### src/rtl/dmem_addr_pkg.sv
/*
  Constants, types and field layout for the data memory address generator and ALU flag block.
  Assumes a single 50 MHz core clock and a Wishbone classic register port.
*/
package dmem_addr_pkg;
  localparam int ADDR_W = 12;
  localparam int NUM_PTR = 3;
  // Register word offsets on the Wishbone port
  localparam logic [3:0] OFS_BANK = 4'h0;
  localparam logic [3:0] OFS_FLAGS = 4'h1;
  localparam logic [3:0] OFS_RCAUSE = 4'h2;
  localparam logic [3:0] OFS_PTR0L = 4'h3;
  localparam logic [3:0] OFS_IMPL = 4'h9;
  // Field layout
  localparam int FLG_N = 4;
  localparam int FLG_OV = 3;
  localparam int FLG_Z = 2;
  localparam int FLG_DC = 1;
  localparam int FLG_C = 0;
  localparam logic [7:0] FLAGS_MASK = 8'h1f;
  localparam logic [7:0] BANK_MASK = 8'h0f;
  localparam logic [7:0] RCAUSE_MASK = 8'hdf;
  localparam int RC_BOR = 0;
  // Reset values
  localparam logic [7:0] RCAUSE_RST = 8'h1c;
  localparam logic [15:0] IMPL_RST = 16'hffff;
  // Access bank split point
  localparam logic [7:0] ACC_SPLIT = 8'h60;
  localparam logic [3:0] BANK_SFR = 4'hf;
  // Flag register location in bank 15
  localparam logic [7:0] FLAGS_SFR = 8'hd8;
  // Indirect port layout in bank 15, offsets of each port group
  localparam logic [7:0] PORT_BASE0 = 8'heb;
  localparam logic [7:0] PORT_BASE1 = 8'he3;
  localparam logic [7:0] PORT_BASE2 = 8'hdb;
  // Pointer register addresses in bank 15
  localparam logic [7:0] PTRL_BASE0 = 8'he9;
  localparam logic [7:0] PTRL_BASE1 = 8'he1;
  localparam logic [7:0] PTRL_BASE2 = 8'hd9;

  typedef enum logic [2:0] {
    PM_NONE = 3'h0, PM_PTR_POST_DECREMENT_PORT = 3'h1, PM_PTR_POST_INCREMENT_PORT = 3'h2, PM_PTR_PRE_INCREMENT_PORT = 3'h3, PM_OFFSET = 3'h4
  } ptr_mode_t;

  typedef enum logic [1:0] {
    AK_NONE = 2'h0, AK_ADDSUB = 2'h1, AK_ROT = 2'h2, AK_LOGIC = 2'h3
  } alu_kind_t;

  // Memory request from the decoder
  typedef struct packed {
    logic valid;
    logic write;
    logic full_addr;
    logic access_bit;
    logic [11:0] addr;
    logic [7:0] wdata;
  } mem_req_t;

  // ALU result from the datapath
  typedef struct packed {
    logic valid;
    alu_kind_t kind;
    logic sub;
    logic rot_left;
    logic [7:0] src;
    logic [7:0] opb;
    logic [7:0] result;
    logic [4:0] affect;
  } alu_res_t;

  // Physical access toward storage
  typedef struct packed {
    logic rd;
    logic wr;
    logic [11:0] addr;
    logic [7:0] wdata;
  } mem_acc_t;
endpackage

### src/rtl/dmem_addr.sv
/*
  Data memory address generator with bank select, three indirect pointers and the ALU flag register.
  Assumes storage answers reads combinationally on MEM_RDATA and the decoder issues one request per cycle.
*/
`timescale 1ns/1ps
module dmem_addr
  import dmem_addr_pkg::*;
#(
  parameter int BANKS = 16
) (
  // Clock and reset
  input wire logic REF_CLK,
  input wire logic RST_N,
  // Configuration strap and working register offset
  input wire logic BROWNOUT_ENABLE_CFG_CFG,
  input wire logic [7:0] W_REG,
  // Decoder request and load bank literal
  input wire mem_req_t REQ,
  input wire logic BANK_LOAD,
  input wire logic [3:0] BANK_LIT,
  // ALU result
  input wire alu_res_t ALU,
  // Storage side
  output mem_acc_t MEM,
  input wire logic [7:0] MEM_RDATA,
  output logic [7:0] RDATA,
  // Wishbone slave
  input wire logic WB_CYC_I,
  input wire logic WB_STB_I,
  input wire logic WB_WE_I,
  input wire logic [5:0] WB_ADR_I,
  input wire logic [3:0] WB_SEL_I,
  input wire logic [31:0] WB_DAT_I,
  output logic [31:0] WB_DAT_O,
  output logic WB_ACK_O,
  output logic WB_ERR_O
);
  logic [3:0] bank_q, bank_d;
  logic [4:0] flags_q, flags_d;
  logic [7:0] rcause_q, rcause_d;
  logic [BANKS-1:0] impl_q, impl_d;
  logic [11:0] ptr_q [NUM_PTR], ptr_d [NUM_PTR];
  logic ack_q, ack_d, err_q, err_d;
  logic [31:0] dat_q, dat_d;
  logic por_q, por_d;
  logic [11:0] ea;
  logic bank_ok, ind_hit, ind_self;
  logic [7:0] rd_val;
  logic [1:0] sel_ptr;
  ptr_mode_t sel_mode;

  function automatic logic [2:0] port_of(input logic [7:0] ofs, input logic [7:0] base);
    logic [7:0] d;
    d = ofs - base;
    port_of = (d < 8'h5) ? d[2:0] : 3'h7;
  endfunction

  // Address formation and indirect port decode
  always_comb begin
    logic [11:0] a0;
    logic [2:0] p;
    a0 = '0;
    p = 3'h7;
    sel_ptr = '0;
    sel_mode = PM_NONE;
    ind_hit = 1'b0;
    if (REQ.full_addr) begin
      a0 = REQ.addr;
    end else if (!REQ.access_bit) begin
      a0 = {(REQ.addr[7:0] < ACC_SPLIT) ? 4'h0 : BANK_SFR, REQ.addr[7:0]};
    end else begin
      a0 = {bank_q, REQ.addr[7:0]};
    end
    ea = a0;
    if (a0[11:8] == BANK_SFR) begin
      for (int i = 0; i < NUM_PTR; i++) begin
        p = port_of(a0[7:0], (i == 0) ? PORT_BASE0 : (i == 1) ? PORT_BASE1 : PORT_BASE2);
        if (p != 3'h7) begin
          ind_hit = 1'b1;
          sel_ptr = 2'(i);
          // Port order from base: offset, ptr_pre_increment_port, ptr_post_decrement_port, ptr_post_increment_port, plain
          unique case (p)
            3'h0: sel_mode = PM_OFFSET;
            3'h1: sel_mode = PM_PTR_PRE_INCREMENT_PORT;
            3'h2: sel_mode = PM_PTR_POST_DECREMENT_PORT;
            3'h3: sel_mode = PM_PTR_POST_INCREMENT_PORT;
            default: sel_mode = PM_NONE;
          endcase
        end
      end
    end
    if (ind_hit) begin
      unique case (sel_mode)
        PM_OFFSET: ea = ptr_q[sel_ptr] + {{4{W_REG[7]}}, W_REG};
        PM_PTR_PRE_INCREMENT_PORT: ea = ptr_q[sel_ptr] + 12'h001;
        default: ea = ptr_q[sel_ptr];
      endcase
    end
  end

  // A pointer aimed at any data port gives zero and ignores writes
  always_comb begin
    ind_self = 1'b0;
    for (int i = 0; i < NUM_PTR; i++) begin
      if (ea[11:8] == BANK_SFR &&
          port_of(ea[7:0], (i == 0) ? PORT_BASE0 : (i == 1) ? PORT_BASE1 : PORT_BASE2) != 3'h7) begin
        ind_self = ind_hit;
      end
    end
  end

  assign bank_ok = impl_q[ea[11:8]];

  // Self-pointing and unimplemented-bank reads give zero instead of storage data
  always_comb begin
    rd_val = MEM_RDATA;
    if (ind_self || !bank_ok) begin
      rd_val = 8'h00;
    end
    RDATA = rd_val;
    MEM.rd = REQ.valid && !REQ.write && bank_ok && !ind_self;
    MEM.wr = REQ.valid && REQ.write && bank_ok && !ind_self;
    MEM.addr = ea;
    MEM.wdata = REQ.wdata;
  end

  // Pointers, flags and bank select next state
  always_comb begin
    logic [8:0] sum;
    logic [4:0] nib;
    logic [4:0] alu_f;
    logic [4:0] sw_wr;
    bank_d = bank_q;
    flags_d = flags_q;
    for (int i = 0; i < NUM_PTR; i++) begin
      ptr_d[i] = ptr_q[i];
    end
    sum = '0;
    nib = '0;
    alu_f = flags_q;
    sw_wr = 5'h00;
    if (BANK_LOAD) begin
      bank_d = BANK_LIT;
    end
    if (REQ.valid && ind_hit && !ind_self) begin
      unique case (sel_mode)
        PM_PTR_POST_DECREMENT_PORT: ptr_d[sel_ptr] = ptr_q[sel_ptr] - 12'h001;
        PM_PTR_POST_INCREMENT_PORT, PM_PTR_PRE_INCREMENT_PORT: ptr_d[sel_ptr] = ptr_q[sel_ptr] + 12'h001;
        default: ptr_d[sel_ptr] = ptr_q[sel_ptr];
      endcase
    end
    if (MEM.wr && ea[11:8] == BANK_SFR) begin
      for (int i = 0; i < NUM_PTR; i++) begin
        logic [7:0] lo;
        lo = (i == 0) ? PTRL_BASE0 : (i == 1) ? PTRL_BASE1 : PTRL_BASE2;
        if (ea[7:0] == lo) begin
          ptr_d[i][7:0] = REQ.wdata;
        end
        if (ea[7:0] == lo + 8'h01) begin
          ptr_d[i][11:8] = REQ.wdata[3:0];
        end
      end
    end
    // Arithmetic flag computation
    if (ALU.valid) begin
      unique case (ALU.kind)
        AK_ADDSUB: begin
          sum = {1'b0, ALU.src} + {1'b0, ALU.sub ? ~ALU.opb : ALU.opb} + {8'h00, ALU.sub};
          nib = {1'b0, ALU.src[3:0]} + {1'b0, ALU.sub ? ~ALU.opb[3:0] : ALU.opb[3:0]} + {4'h0, ALU.sub};
          alu_f[FLG_C] = sum[8];
          alu_f[FLG_DC] = nib[4];
          alu_f[FLG_OV] = (ALU.src[7] == (ALU.opb[7] ^ ALU.sub)) && (ALU.result[7] != ALU.src[7]);
        end
        AK_ROT: begin
          alu_f[FLG_C] = ALU.rot_left ? ALU.src[7] : ALU.src[0];
          alu_f[FLG_DC] = ALU.rot_left ? ALU.src[3] : ALU.src[4];
        end
        default: alu_f = flags_q;
      endcase
      alu_f[FLG_N] = ALU.result[7];
      alu_f[FLG_Z] = (ALU.result == 8'h00);
    end
    if (REQ.valid && ind_self && !REQ.write) begin
      alu_f[FLG_Z] = 1'b1;
    end
    // Direct writes land only where the ALU does not claim the bit
    if (MEM.wr && ea == {BANK_SFR, FLAGS_SFR}) begin
      sw_wr = ALU.valid ? ~ALU.affect : 5'h1f;
    end
    for (int b = 0; b < 5; b++) begin
      if (sw_wr[b]) begin
        flags_d[b] = REQ.wdata[b];
      end else if (ALU.valid && ALU.affect[b]) begin
        flags_d[b] = alu_f[b];
      end else if (REQ.valid && ind_self && !REQ.write && b == FLG_Z) begin
        flags_d[b] = 1'b1;
      end
    end
  end

  // Wishbone register port
  always_comb begin
    logic hit;
    hit = WB_CYC_I && WB_STB_I && !ack_q && !err_q;
    ack_d = 1'b0;
    err_d = 1'b0;
    dat_d = dat_q;
    rcause_d = rcause_q;
    impl_d = impl_q;
    por_d = 1'b0;
    if (por_q) begin
      rcause_d[RC_BOR] = BROWNOUT_ENABLE_CFG_CFG;
    end
    if (hit) begin
      ack_d = 1'b1;
      dat_d = 32'h0;
      unique case (WB_ADR_I[5:2])
        OFS_BANK: dat_d[7:0] = {4'h0, bank_q};
        OFS_FLAGS: dat_d[7:0] = {3'h0, flags_q};
        OFS_RCAUSE: begin
          dat_d[7:0] = rcause_q & RCAUSE_MASK;
          if (WB_WE_I && WB_SEL_I[0]) begin
            rcause_d = WB_DAT_I[7:0] & RCAUSE_MASK;
          end
        end
        OFS_IMPL: begin
          dat_d[15:0] = 16'(impl_q);
          if (WB_WE_I && WB_SEL_I[0]) begin
            impl_d[7:0] = WB_DAT_I[7:0];
          end
          if (WB_WE_I && WB_SEL_I[1]) begin
            impl_d[BANKS-1:8] = WB_DAT_I[BANKS-1:8];
          end
        end
        default: begin
          ack_d = 1'b0;
          err_d = 1'b1;
        end
      endcase
    end
  end

  // Software bank and flag writes over Wishbone share the core next-state
  logic [3:0] bank_n;
  logic [4:0] flags_n;
  always_comb begin
    bank_n = bank_d;
    flags_n = flags_d;
    if (WB_CYC_I && WB_STB_I && !ack_q && WB_WE_I && WB_SEL_I[0]) begin
      if (WB_ADR_I[5:2] == OFS_BANK) begin
        bank_n = WB_DAT_I[3:0] & BANK_MASK[3:0];
      end
      if (WB_ADR_I[5:2] == OFS_FLAGS) begin
        flags_n = WB_DAT_I[4:0] & FLAGS_MASK[4:0];
      end
    end
  end

  // Flags have no defined reset value in hardware; zero is used here
  always_ff @(posedge REF_CLK) begin
    if (!RST_N) begin
      bank_q <= '0;
      flags_q <= '0;
      rcause_q <= RCAUSE_RST;
      impl_q <= BANKS'(IMPL_RST);
      ack_q <= 1'b0;
      err_q <= 1'b0;
      dat_q <= '0;
      por_q <= 1'b1;
      for (int i = 0; i < NUM_PTR; i++) begin
        ptr_q[i] <= '0;
      end
    end else begin
      bank_q <= bank_n;
      flags_q <= flags_n;
      rcause_q <= rcause_d;
      impl_q <= impl_d;
      ack_q <= ack_d;
      err_q <= err_d;
      dat_q <= dat_d;
      por_q <= por_d;
      for (int i = 0; i < NUM_PTR; i++) begin
        ptr_q[i] <= ptr_d[i];
      end
    end
  end

  assign WB_ACK_O = ack_q;
  assign WB_ERR_O = err_q;
  assign WB_DAT_O = dat_q;

  AST_ZERO_FLAG: assert property (@(posedge REF_CLK) disable iff (!RST_N)
    ALU.valid && ALU.affect[FLG_Z] && !MEM.wr && !ind_self |=> flags_q[FLG_Z] == ($past(ALU.result) == 8'h00))
    else $error("zero flag mismatch");
  AST_NEG_FLAG: assert property (@(posedge REF_CLK) disable iff (!RST_N)
    ALU.valid && ALU.affect[FLG_N] && !MEM.wr |=> flags_q[FLG_N] == $past(ALU.result[7]))
    else $error("negative flag mismatch");
  AST_DIRECT_ADDR: assert property (@(posedge REF_CLK) disable iff (!RST_N)
    REQ.valid && !REQ.full_addr && REQ.access_bit && !ind_hit |-> MEM.addr[11:8] == bank_q)
    else $error("direct address bank wrong");
  AST_FULL_ADDR: assert property (@(posedge REF_CLK) disable iff (!RST_N)
    REQ.valid && REQ.full_addr && !ind_hit |-> MEM.addr == REQ.addr)
    else $error("full address altered");
  AST_UNIMPL_DROP: assert property (@(posedge REF_CLK) disable iff (!RST_N)
    !bank_ok |-> !MEM.wr && RDATA == 8'h00)
    else $error("unimplemented bank accessed");
  AST_SELF_READ: assert property (@(posedge REF_CLK) disable iff (!RST_N)
    REQ.valid && ind_self |-> RDATA == 8'h00 && !MEM.wr)
    else $error("self indirect not blocked");
  AST_WB_ACK: assert property (@(posedge REF_CLK) disable iff (!RST_N)
    WB_ACK_O |=> !WB_ACK_O)
    else $error("ack longer than one cycle");
  AST_BANK_HIGH: assert property (@(posedge REF_CLK) disable iff (!RST_N)
    WB_ACK_O && $past(WB_ADR_I[5:2]) == OFS_BANK |-> WB_DAT_O[7:4] == 4'h0)
    else $error("bank upper bits nonzero");
endmodule

### config.mk
export PLATFORM = sky130hd
export DESIGN_NAME = dmem_addr
export DESIGN_NICKNAME = d
export VERILOG_FILES = /design/src/rtl/dmem_addr_pkg.sv /design/src/rtl/dmem_addr.sv
export SDC_FILE = /design/constraint.sdc
export NUM_CORES = 1
export LEC_CHECK = 0
export BUFFER_PORTS_ARGS = -buffer_cell sky130_fd_sc_hd__buf_2
export CORE_AREA = 2 2 197 102
export CTS_CLUSTER_SIZE = 10
export DETAILED_ROUTE_END_ITERATION = 16
export DIE_AREA = 0 0 199 104
export PLACE_DENSITY_LB_ADDON = 0.1
export SYNTH_ARGS = -nofsm -noshare
export SYNTH_HDL_FRONTEND = slang
export SYNTH_SLANG_ARGS = --single-unit
export TNS_END_PERCENT = 1
### constraint.sdc
create_clock -name REF_CLK -period 9.7 [get_ports REF_CLK]
set_clock_uncertainty 0.1 [all_clocks]
set_input_delay 0.97 -clock REF_CLK [delete_from_list [all_inputs] [get_ports REF_CLK]]
set_output_delay 0.97 -clock REF_CLK [all_outputs]
set_load 0.02 [all_outputs]
==> out/qor.csv <==
metric;value;unit
Post-CTS Setup Inserts;0;
Post-synth top flop;dfxtp_1;
largest net degree at the start of global routing;64;
Worst setup EP type;primary output;
critical path class;in2out;
Vias;8212;
antenna viol nets, final;0;
Met3 Wirelength;4220;µm
Routed WL per cell;22.2;µm
RSZ-0062 raised after global routing;no;
most frequent cells in the layout;buf_2, nand2_1, dfxtp_1;
Peak VDD IR;86.8;µV
power per cell area;109;nW/µm²
Synth Instances;953;
CTS tree;yes;
Final Cycle Share;93.3;%
Initial Util;39.5;%
share of the yosys chip area belonging to registers;23.2;%
synth warn;0;
# setup viols final;0;
CP peak stage delay;650;ps
Hold Crit Start;WB_DAT_O[14];
number of global-route vias before repair;7339;
WP data required;8630;ps
routed length on met2;10200;µm
CP max stage cell;a2111o_1;
Post-Syn Area;7520;µm²
H-Tree Level Count;3;
Buffers on Ports;154;
share of Yosys cell area claimed by the top area cell type;23.2;%
top layer reached by signal wires;met4;
Post-Route WL;29700;µm
Hold Path Class;reg2reg;
clock latency on the worst-skew pair;340;ps
Slew Limit Fails;1;
CTS Hold Bufs;0;
post-CTS sizing;0;
Hold Vio Cnt, Final;0;
dominant cell type by area after synthesis;dfxtp_1;
startpoint types;input port;
Avg Inst Size Synth;7.89;µm²
final net count;1224;
root buffer selected by CTS;clkbuf_16;
Cell variety after synth;92;
critical path arrival;7980;ps
commonest non-fill, non-tap cell in the layout;buf_2;
die outline width;199;µm
failing checks;max-capacitance violations, max-slew violations;
antenna fix cells;0;
1st-iter DRT viols;965;
cells along the critical path;buf_2 -> ha_1 -> or3b_1 -> a221o_1 -> a2111o_1 -> o32a_1 -> o32ai_2 -> inv_2 -> ha_1 -> nand2b_1 -> a21oi_1 -> or4_1 -> a31oi_1 -> o21bai_1 -> a21oi_1 -> xnor2_1 -> a311oi_1 -> a21oi_1 -> inv_1 -> a2111oi_1 -> or4_1 -> and3_1 -> buf_2;
fillers;1956;
total I/O pin count;191;
fraction of layout cells with a size suffix above 1;22.6;%
status;complete, but fails checks;
met1 wire length;15300;µm
max_cap viols;1;
Total Routing Usage GR;28.5;%
Post-synth EDFFs;0;
cts bufs inserted;9;
first-pass GRT wire length;44700;µm
detailed-route vias per instance;6.13;
Row Count;36;
highest clock rate;111;MHz
Sum Neg Setup Slack;0;ps
area post-placement;8350;µm²
design area;8640;µm²
R2R cell count;22;
Max FO, Critical Path;17;
RD Place Congestion;1.00;
Hold Path Depth;2;
DIE AREA;20700;µm²
largest cells by area after synthesis;dfxtp_1, nand2_1, mux2i_1;
Slew @ Worst Pin;1470;ps
FF-to-FF Start;bank_q[1];
clock slew at reported path FFs;60;ps
clock sinks;87;
minimum clock period after layout;9050;ps
Most Frequent Cell on Critical Path;a21oi_1;
static leakage;3.51;nW
number of synthesized register bits;87;
DRC viols;0;
Synth async-reset ratio;0;%
grt ovf;0;
CTS Buffer Depth;2;
Rel. slew slack;-0.722;%
crit path from;REQ[8];
Post-DP HPWL;24000;µm
1st-pass router iterations;5;
Core Box Area;19100;µm²
antenna violations before repair;0;
die extent in y;104;µm
Syn-to-layout area delta;14.8;%
WHS;348;ps
power by group:
group	leakage (nW)	internal [mW]	total [mW]	switching, mW
registers	0.704	0.361	0.365	0.00379
clock network	0.138	0.200	0.345	0.145
logic	2.67	0.0756	0.228	0.152
flip-flops by register name (all words and copies together), names as in the netlist:
name,cells
WB_DAT_O,16
bank_q,4
WB_ERR_O,1
rcause_q,7
WB_ACK_O,1
ptr_q,36
flags_q,5
impl_q,16
por_q,1
final timing paths:
| kind | slack, ps | endpoint |
|---|---|---|
| worst max-delay path | 650 | RDATA[0] |
| worst min-delay path | 350 | WB_DAT_O[14] |
| worst max register to register | 2630 | ptr_q[1][3] |
| worst min register to register | 350 | WB_DAT_O[14] |
Yosys cell counts, types with 4 or more instances:
cell type / count
nand4_1: 16
nor2_1: 51
a221oi_1: 6
buf_4: 31
xnor2_1: 16
o32a_1: 7
a211oi_1: 17
and2_1: 6
or3_1: 11
a22o_1: 5
inv_2: 10
a32o_1: 6
nor2b_1: 6
a22oi_1: 18
a21oi_1: 76
o22ai_1: 11
nand2b_1: 15
dfxtp_1: 87
and3_1: 15
a21o_1: 12
xor2_1: 10
nand2_1: 106
nand3_1: 50
nor4_1: 10
mux2_2: 6
inv_1: 21
o211ai_1: 5
nor3_1: 16
clkbuf_1: 31
o21ai_0: 25
o32ai_1: 6
buf_6: 6
or2_2: 4
o41ai_1: 31
or4_1: 6
a222oi_1: 5
o31ai_1: 6
ha_1: 28
o21a_1: 4
a31oi_1: 9
o22a_1: 4
mux2i_1: 39
a32oi_1: 4
buf_2: 12
cells by family after synthesis:
group / count (synthesis) / share of synthesized area [%]
XOR/XNOR: 26 / 3.03
other: 1 / 0.0499
AO/OA/AOI/OAI: 312 / 31.4
AND/OR/NAND/NOR: 337 / 23.1
multiplexers: 45 / 6.09
buffers and inverters: 116 / 8.20
flip-flops: 87 / 23.2
adder cells (fa/ha/maj): 29 / 4.93
through the flow:
| stage | utilization [%] | instances | setup WS, ps | power [mW] |
|---|---|---|---|---|
| after global placement | 43.8 | 1323 | 821 | 0.595 |
| after global routing | 45.3 | 1339 | 129 | 0.976 |
| after floorplan | - | 968 | 1870 | 0.519 |
| final | 45.3 | 1339 | 652 | 0.938 |
| after CTS | 45.3 | 1339 | 777 | 0.937 |
| after detailed placement | 43.8 | 1323 | 802 | 0.595 |
per-layer routing:
| metal | GRT usage (%) | vias to the layer above |
|---|---|---|
| met1 | 47.9 | 3868 |
| li1 | - | 3862 |
| met2 | 32.4 | 476 |
| met3 | 11.2 | 6 |
| met5 | 0 | - |
| met4 | 2.51 | 0 |
area by class of cell:
cell class / instances / area, µm² / share of cell area, %
clock buffer: 13 / 240 / 2.78
clock inverter: 3 / 43.8 / 0.507
inverter: 33 / 129 / 1.49
multi-input combinational: 765 / 5240 / 60.7
sequential: 87 / 1740 / 20.2
tap: 266 / 333 / 3.85
timing repair buffer: 172 / 906 / 10.5
critical path: cells and delay by family:
family | cells | cell delay (ps)
buffers and inverters | 4 | 690
AND/OR/NAND/NOR | 5 | 1740
XOR/XNOR | 1 | 160
AO/OA/AOI/OAI | 11 | 3660
adder cells (fa/ha/maj) | 2 | 730
No activity file was read; power rests on OpenSTA's default activity.
